==> src/design/hbsi_defs.svh <==
`ifndef HBSI_DEFS_SVH
`define HBSI_DEFS_SVH

// Command codes in the upper nibble of the command byte
`define HBSI_CMD_RESET 4'h0
`define HBSI_CMD_STATUS 4'h1
`define HBSI_CMD_WRITE 4'h2
`define HBSI_CMD_IDENT 4'h3
`define HBSI_CMD_SELECT 4'h4
`define HBSI_CMD_DIS_INT 4'h5
`define HBSI_CMD_ENA_INT 4'h6
`define HBSI_CMD_READ 4'h7

// Status latch bit positions
`define HBSI_ST_IO 7
`define HBSI_ST_BUSY 6
`define HBSI_ST_CD 5
`define HBSI_ST_MSG 4
`define HBSI_ST_REQ 3
`define HBSI_ST_LATCHED_TRANSFER_ACK 2
`define HBSI_ST_HPERR 1
`define HBSI_ST_DPERR 0

// Reset values
`define HBSI_MASK_RST 1'b1
`define HBSI_BYTE_RST 8'h00

`endif

==> src/design/hbsi_pkg.sv <==
package hbsi_pkg;

  typedef struct packed {
    logic [3:0] code;
    logic [3:0] addr;
  } hbsi_cmd_t;

  typedef struct packed {
    logic io;
    logic busy;
    logic cd;
    logic msg;
    logic req;
  } hbsi_disk_stat_t;

  typedef enum logic [1:0] {
    HBSI_IDLE = 2'b00,
    HBSI_STB = 2'b01,
    HBSI_ACK = 2'b10
  } hbsi_state_t;

endpackage

==> src/design/hbsi_top.sv <==
`timescale 1ns/1ps
`include "hbsi_defs.svh"

// Notes on behaviour
// - Respond only when address matches rear switches
// - Odd parity generated and checked on transfers
// - Parity over sixteen lines, sampled strobe leading
// - Parity interrupt regardless of address or mask
// - Bad parity discards command, sets error flag
// - Switch enables or disables host parity checking
// - Loopback switch echoes written byte, disk idle
// - Command byte: code high, address low
// - All commands by strobe one, eight valid
// - Decode the eight command codes
// - Enable clears mask, disable sets mask
// - Mask set at power-up and software reset
// - Select sets latch, controller clears it
// - Identity read returns fixed code
// - Data read/write sets ack latch, disk clears
// - Status read returns status latch
// - Status bit order io busy cd msg req...
// - Software reset returns mask, flags, latches and request to power-up
// - Check disk data parity, set error flag
// - Acknowledge returns response byte with address
// - Request and response clear at ack trailing edge
module hbsi_top #(
  parameter logic [7:0] IDENT_CODE = 8'h5A // Arbitrary value
) (
  input wire logic CLK_SYS,
  input wire logic RST_N,
  input wire logic [3:0] ADDR_SWITCH,
  input wire logic PARITY_EN_SWITCH,
  input wire logic LOOPBACK_SWITCH,
  input wire logic COMMAND_STROBE_ONE,
  input wire logic INT_ACKNOWLEDGE,
  input wire logic [7:0] HOST_CMD,
  input wire logic [7:0] HOST_DATA_IN,
  input wire logic HOST_PARITY_IN,
  output logic [7:0] HOST_DATA_OUT,
  output logic HOST_PARITY_OUT,
  output logic HOST_DATA_OE,
  output logic HOST_INT_REQ,
  input wire logic DISK_IO,
  input wire logic DISK_BUSY,
  input wire logic DISK_CD,
  input wire logic DISK_MSG,
  input wire logic DISK_REQ,
  input wire logic [7:0] DISK_DATA_IN,
  input wire logic DISK_PARITY_IN,
  input wire logic DISK_SEL_CLEAR,
  input wire logic DISK_ACK_CLEAR,
  input wire logic DISK_INT_EVENT,
  output logic [7:0] DISK_DATA_OUT,
  output logic DISK_DATA_OE,
  output logic DISK_SELECT,
  output logic DISK_ACK,
  output logic DISK_RESET
);

  // Three-stage synchronisers for strobe, acknowledge, clear, event, REQ, BUSY and parity-switch inputs
  localparam int NSYNC = 8;
  logic [NSYNC-1:0] raw_in;
  logic [NSYNC-1:0] s1_q;
  logic [NSYNC-1:0] s2_q;
  logic [NSYNC-1:0] s3_q;
  logic [NSYNC-1:0] clean_q;
  assign raw_in = {COMMAND_STROBE_ONE, INT_ACKNOWLEDGE, DISK_SEL_CLEAR,
                   DISK_ACK_CLEAR, DISK_INT_EVENT, DISK_REQ,
                   DISK_BUSY, PARITY_EN_SWITCH};

  genvar gi;
  generate
    for (gi = 0; gi < NSYNC; gi++) begin : g_sync
      always_ff @(posedge CLK_SYS) begin
        if (!RST_N) begin
          s1_q[gi] <= 1'b0;
          s2_q[gi] <= 1'b0;
          s3_q[gi] <= 1'b0;
          clean_q[gi] <= 1'b0;
        end else begin
          s1_q[gi] <= raw_in[gi];
          s2_q[gi] <= s1_q[gi];
          s3_q[gi] <= s2_q[gi];
          // A change counts only once stages two and three agree
          if (s2_q[gi] == s3_q[gi]) begin
            clean_q[gi] <= s3_q[gi];
          end
        end
      end
    end
  endgenerate

  wire strobe_lvl = clean_q[7];
  wire int_acknowledge_lvl = clean_q[6];
  wire sel_clr = clean_q[5];
  wire ack_clr = clean_q[4];
  wire disk_evt_lvl = clean_q[3];
  wire par_en = clean_q[0];

  logic strobe_d1_q;
  logic int_acknowledge_d1_q;
  logic evt_d1_q;
  always_ff @(posedge CLK_SYS) begin
    if (!RST_N) begin
      strobe_d1_q <= 1'b0;
      int_acknowledge_d1_q <= 1'b0;
      evt_d1_q <= 1'b0;
    end else begin
      strobe_d1_q <= strobe_lvl;
      int_acknowledge_d1_q <= int_acknowledge_lvl;
      evt_d1_q <= disk_evt_lvl;
    end
  end
  wire strobe_rise = strobe_lvl & ~strobe_d1_q;
  wire strobe_fall = ~strobe_lvl & strobe_d1_q;
  wire int_acknowledge_rise = int_acknowledge_lvl & ~int_acknowledge_d1_q;
  wire int_acknowledge_fall = ~int_acknowledge_lvl & int_acknowledge_d1_q;
  wire disk_evt = disk_evt_lvl & ~evt_d1_q;

  // Bus lines are held by the host while the strobe stands, so sampling
  // after the synchroniser delay still sees the leading-edge values.
  hbsi_pkg::hbsi_cmd_t cmd;
  assign cmd = hbsi_pkg::hbsi_cmd_t'(HOST_CMD);
  wire par_ok = ^{HOST_CMD, HOST_DATA_IN, HOST_PARITY_IN};
  wire par_bad = par_en & ~par_ok;
  wire addr_hit = cmd.addr == ADDR_SWITCH;
  wire cmd_take = strobe_rise & ~par_bad & addr_hit;

  wire is_reset = cmd_take & (cmd.code == `HBSI_CMD_RESET);
  wire is_status = cmd_take & (cmd.code == `HBSI_CMD_STATUS);
  wire is_write = cmd_take & (cmd.code == `HBSI_CMD_WRITE);
  wire is_ident = cmd_take & (cmd.code == `HBSI_CMD_IDENT);
  wire is_select = cmd_take & (cmd.code == `HBSI_CMD_SELECT);
  wire is_dis = cmd_take & (cmd.code == `HBSI_CMD_DIS_INT);
  wire is_ena = cmd_take & (cmd.code == `HBSI_CMD_ENA_INT);
  wire is_read = cmd_take & (cmd.code == `HBSI_CMD_READ);
  // Codes 8..F match none of the above and change nothing
  wire soft_rst = is_reset;

  hbsi_pkg::hbsi_disk_stat_t dstat_q;
  logic disk_perr_q;
  logic host_perr_q;
  logic mask_q;
  logic sel_q;
  logic ack_q;
  logic [7:0] wdata_q;
  logic [7:0] loop_q;
  logic [7:0] rdata_q;
  logic rd_oe_q;
  logic int_pend_q;
  logic int_acknowledge_active_q;
  logic perr_int_q;

  // Disk status is captured every cycle into the latch
  always_ff @(posedge CLK_SYS) begin
    if (!RST_N) begin
      dstat_q <= '0;
    end else begin
      dstat_q <= {DISK_IO, clean_q[1], DISK_CD, DISK_MSG, clean_q[2]};
    end
  end

  wire disk_par_bad = ~(^{DISK_DATA_IN, DISK_PARITY_IN});
  wire [7:0] status_byte = {dstat_q.io, dstat_q.busy, dstat_q.cd,
                            dstat_q.msg, dstat_q.req, ack_q,
                            host_perr_q, disk_perr_q};

  always_ff @(posedge CLK_SYS) begin
    if (!RST_N || soft_rst) begin
      mask_q <= `HBSI_MASK_RST;
    end else if (is_ena) begin
      mask_q <= 1'b0;
    end else if (is_dis) begin
      mask_q <= 1'b1;
    end
  end

  // Error flags clear on status read; a new error in that cycle wins
  always_ff @(posedge CLK_SYS) begin
    if (!RST_N || soft_rst) begin
      host_perr_q <= 1'b0;
      disk_perr_q <= 1'b0;
    end else begin
      if (strobe_rise && par_bad) begin
        host_perr_q <= 1'b1;
      end else if (is_status) begin
        host_perr_q <= 1'b0;
      end
      if (ack_q && disk_evt_lvl && !LOOPBACK_SWITCH && disk_par_bad) begin
        disk_perr_q <= 1'b1;
      end else if (is_status) begin
        disk_perr_q <= 1'b0;
      end
    end
  end

  always_ff @(posedge CLK_SYS) begin
    if (!RST_N || soft_rst) begin
      sel_q <= 1'b0;
      ack_q <= 1'b0;
    end else begin
      if (is_select && !LOOPBACK_SWITCH) begin
        sel_q <= 1'b1;
      end else if (sel_clr) begin
        sel_q <= 1'b0;
      end
      if ((is_read || is_write) && !LOOPBACK_SWITCH) begin
        ack_q <= 1'b1;
      end else if (ack_clr) begin
        ack_q <= 1'b0;
      end
    end
  end

  always_ff @(posedge CLK_SYS) begin
    if (!RST_N || soft_rst) begin
      wdata_q <= `HBSI_BYTE_RST;
      loop_q <= `HBSI_BYTE_RST;
    end else if (is_write) begin
      if (LOOPBACK_SWITCH) begin
        loop_q <= HOST_DATA_IN;
      end else begin
        wdata_q <= HOST_DATA_IN;
      end
    end
  end

  // Read data selection for the answer to a strobe or an acknowledge
  wire [7:0] resp_byte = {dstat_q.io, host_perr_q | disk_perr_q,
                          dstat_q.cd, dstat_q.msg, ADDR_SWITCH};
  logic [7:0] sel_byte;
  always_comb begin
    sel_byte = `HBSI_BYTE_RST;
    if (is_status) begin
      sel_byte = status_byte;
    end else if (is_ident) begin
      sel_byte = IDENT_CODE;
    end else if (is_read) begin
      sel_byte = LOOPBACK_SWITCH ? loop_q : DISK_DATA_IN;
    end
  end
  wire rd_take = is_status | is_ident | is_read;

  always_ff @(posedge CLK_SYS) begin
    if (!RST_N) begin
      rdata_q <= `HBSI_BYTE_RST;
      rd_oe_q <= 1'b0;
      int_acknowledge_active_q <= 1'b0;
    end else if (int_acknowledge_rise && int_pend_q) begin
      rdata_q <= resp_byte;
      rd_oe_q <= 1'b1;
      int_acknowledge_active_q <= 1'b1;
    end else if (rd_take) begin
      rdata_q <= sel_byte;
      rd_oe_q <= 1'b1;
    end else if (int_acknowledge_fall && int_acknowledge_active_q) begin
      rdata_q <= `HBSI_BYTE_RST;
      rd_oe_q <= 1'b0;
      int_acknowledge_active_q <= 1'b0;
    end else if (strobe_fall && !int_acknowledge_active_q) begin
      rd_oe_q <= 1'b0;
    end
  end

  // Pending request: disk events gated by the mask, parity never gated
  always_ff @(posedge CLK_SYS) begin
    if (!RST_N || soft_rst) begin
      int_pend_q <= 1'b0;
      perr_int_q <= 1'b0;
    end else begin
      if (strobe_rise && par_bad) begin
        perr_int_q <= 1'b1;
      end else if (int_acknowledge_fall && int_acknowledge_active_q) begin
        perr_int_q <= 1'b0;
      end
      if ((disk_evt && !mask_q) || (strobe_rise && par_bad)) begin
        int_pend_q <= 1'b1;
      end else if (int_acknowledge_fall && int_acknowledge_active_q) begin
        int_pend_q <= 1'b0;
      end
    end
  end

  assign HOST_DATA_OUT = rdata_q;
  assign HOST_PARITY_OUT = ~(^rdata_q);
  assign HOST_DATA_OE = rd_oe_q;
  assign HOST_INT_REQ = int_pend_q | perr_int_q;
  assign DISK_DATA_OUT = wdata_q;
  assign DISK_DATA_OE = ack_q & ~dstat_q.io;
  assign DISK_SELECT = sel_q;
  assign DISK_ACK = ack_q;

  // Pulse the controller reset for one cycle on software reset
  logic disk_rst_q;
  always_ff @(posedge CLK_SYS) begin
    if (!RST_N) begin
      disk_rst_q <= 1'b1;
    end else begin
      disk_rst_q <= soft_rst;
    end
  end
  assign DISK_RESET = disk_rst_q;

endmodule

==> config.mk <==
export PLATFORM = sky130hd
export DESIGN_NAME = hbsi_top
export DESIGN_NICKNAME = d
export VERILOG_FILES = /design/src/design/hbsi_pkg.sv /design/src/design/hbsi_top.sv
export VERILOG_INCLUDE_DIRS = /design/src /design/src/design
export SDC_FILE = /design/constraint.sdc
export NUM_CORES = 1
export LEC_CHECK = 0
export BUFFER_PORTS_ARGS = -buffer_cell sky130_fd_sc_hd__buf_2
export CAP_MARGIN = 20
export CORE_MARGIN = 4
export CORE_UTILIZATION = 58
export DETAILED_ROUTE_END_ITERATION = 8
export PLACE_DENSITY = 0.87
export REMOVE_ABC_BUFFERS = 1
export SLEW_MARGIN = 5
export SYNTH_ARGS = -nofsm -noshare
export SYNTH_HDL_FRONTEND = slang
export SYNTH_SLANG_ARGS = --single-unit
export TNS_END_PERCENT = 20
==> constraint.sdc <==
create_clock -name CLK_SYS -period 4.9 [get_ports CLK_SYS]
set_input_delay 0.98 -clock CLK_SYS [delete_from_list [all_inputs] [get_ports CLK_SYS]]
set_output_delay 0.98 -clock CLK_SYS [all_outputs]
set_load 0.01 [all_outputs]
==> metrics <==
Yosys cell types 46; post-synthesis xor/xnor area fraction 0.112; post_cts resized 0; largest net degree at the start of global routing 41; Crit-path slowest cell o21ai_1; final period utilization 0.697; Tightest Pin Transition 0.961 ns; initial antenna violation count 0; die extent in y 82.1 um; sequential cell area fraction in the yosys report 0.465; first-pass GRT wire length 11.7 mm; post-synthesis adder-cell area fraction 0; Relative slew margins 0.355; outcome completed; Hold Vio Cnt, Final 0; Routed Antenna Nets 0; drt total wl 7.38 mm; YS warnings 0; clk_skew 0.00554 ns; DIE WIDTH 82.1 um; Slowest Stage Delay on Critical Path 0.77 ns; H-Tree Depth 3; routed length per placed instance 15.8 um; Tmin final 3.41 ns; CTS Hold Bufs 0; area leader, netlist dfxtp_1; post-synthesis compound-gate area fraction 0.124; Seq cells post-synth 74; Post-synth top flop dfxtp_1; crit path from HOST_CMD[5]; Pwr per Cell Area 340 nW/um^2; synth cell count leaders dfxtp_1 (74), and2_1 (36), mux2i_1 (25), xnor2_1 (25), nor2_1 (23); Clk Tree Root Cell clkbuf_8; CTS tree built; RSZ-0062 raised after global routing false; most area-consuming cells after synthesis dfxtp_1 (46%), mux2i_1 (7.8%), and2_1 (7.1%), xnor2_1 (6.9%), nor2_1 (2.7%); DRC viols 0; crit-path max FO 13; effective utilization at floorplan 0.613; worst path cell trace buf_2 > xnor3_1 > xnor3_2 > xor3_4 > o21ai_1 > o21ai_0 > a311oi_1; hpwl dp 5.23 mm; leak pwr 0.00161 uW; core area 5200 sq um; setup TNS 0 ns; number of global-route vias before repair 2511; area share of the largest cell type after synthesis 0.465; Critical Path AT 3.66 ns; Worst Hold Launch s1_q[2]$_SDFF_PN0_; residual overflow from global routing 0; Placed Cells 450; Syn Inst Count 325; Max IR drop VDD 0.246 mV; I/O Buffers 66; kind of critical path in -> reg; Clk pin slew, worst setup/hold paths 0.07 ns; share of cells above drive strength 1 0.260; Post-Synth Simple-Gate Area 0.198; Layout Nets 435; WP data required 5.15 ns; most frequent cell after synthesis dfxtp_1; reg2reg start strobe_lvl$_SDFFE_PN0N_; hold crit path type reg -> reg; row cnt 26; Max Slew Vio Count 0; RePlAce Congestion 0.940; cts bufs inserted 9; Boundary Pins 67; layout overhead on the synthesized area 19.5%; via count 2605; # clock sinks 74; CP Capture Type flip-flop; Diodes inserted 0; Die Area 6750 sq um; First-pass DRT Iterations 4; clk buf depth 2; GR Util All Layers 0.232; Fmax achieved 0.293 GHz; Setup crit start kind input port; fraction of registers with async set/reset 0; # Max-Cap Violations 0; vias per inst 5.59; DR iter-0 viols 200; Syn Area/Cell 9.81 sq um; Post-synth EDFFs 0; Final setup viols 0; largest family of logic cells by synthesized area simple AND/OR/NAND/NOR gates; clock latency on the worst-skew pair 0.34 ns; mux cell area share after synthesis 0.0785; Setup Buffers After CTS 0; Cell Count, Final, Fillers Out 466; synthesized cell area 3190 sq um
## layout make-up
cell class	count	area (sq um)
sequential	74	1480
inverter	6	22.5
tap	70	87.6
fill	397	1390
clock inverter	4	73.8
clock buffer	12	155
multi-input combinational	232	1650
timing repair buffer	68	345
## cells in the final DEF, fill, tap and decap left out, types with 3 or more instances in the layout
| cell | count |
|---|---|
| nand2_1 | 21 |
| a311oi_1 | 3 |
| o21ai_0 | 13 |
| and2_1 | 36 |
| mux2i_1 | 25 |
| nor3_1 | 8 |
| nor2_2 | 8 |
| dfxtp_1 | 74 |
| nand2b_1 | 3 |
| inv_1 | 6 |
| a31oi_1 | 3 |
| xnor2_1 | 25 |
| a2111oi_0 | 4 |
| clkbuf_8 | 11 |
| buf_2 | 66 |
| a21oi_1 | 15 |
| nor2_1 | 23 |
| nand3_1 | 3 |
| o31a_1 | 6 |
| or2_2 | 3 |
## power breakdown
part	internal (uW)	switching, uW	total [uW]	leakage (uW)
sequential	612	4.55	616	0.000601
clock	315	212	527	0.000117
combinational	78.1	73.4	152	0.000892
## critical path: cells and delay by family
| kind | cells | cell delay [ns] |
|---|---|---|
| compound gates | 3 | 1.49 |
| xor+xnor | 3 | 0.98 |
| buf+inv | 1 | 0.22 |
## sequential cells by signal (all words and copies together) (netlist names), 2 cells and up
signal / flops
HOST_DATA_OUT: 8
loop_q: 8
s3_q: 8
dstat_q: 5
DISK_DATA_OUT: 8
s2_q: 8
s1_q: 8
clean_q: 2
## metrics by stage
step | utilization | power [uW] | worst slack [ns] | hold slack (ns) | cell area [sq um]
after CTS | 0.732 | 1300 | 1.51 | 0.439 | 3810
after global placement | 0.688 | 774 | 1.35 | 0.414 | 3580
after floorplan | - | 728 | 0.545 | 0.412 | 3140
after global routing | 0.732 | 1340 | 1.33 | 0.454 | 3810
after detailed placement | 0.688 | 778 | 1.26 | 0.422 | 3580
final | 0.732 | 1290 | 1.49 | 0.434 | 3810
## cell families (layout without fill, tap and decap cells)
kind of cell,Yosys count,in the layout
AND/OR/NAND/NOR,118,118
flip-flops,74,74
AO/OA/AOI/OAI,57,57
XOR/XNOR,32,32
multiplexers,25,25
buffers and inverters,19,90
## per-layer routing
layer	track usage	up-vias	routed length, um
li1	-	1257	-
met1	0.279	1213	3030
met2	0.387	111	3640
met3	0.0531	24	484
met4	0.121	0	223
met5	0	-	0
## worst paths after layout
check / slack [ns] / cells after the start / end
setup / recovery: 1.49 / 7 / HOST_DATA_OUT[7]$_SDFFE_PN0P_
hold / removal: 0.43 / 1 / s2_q[2]$_SDFF_PN0_
setup reg to reg: 2.50 / 7 / DISK_DATA_OUT[2]$_SDFFE_PP0P_
hold reg to reg: 0.43 / 1 / s2_q[2]$_SDFF_PN0_
(Power assumes the default switching activity.)
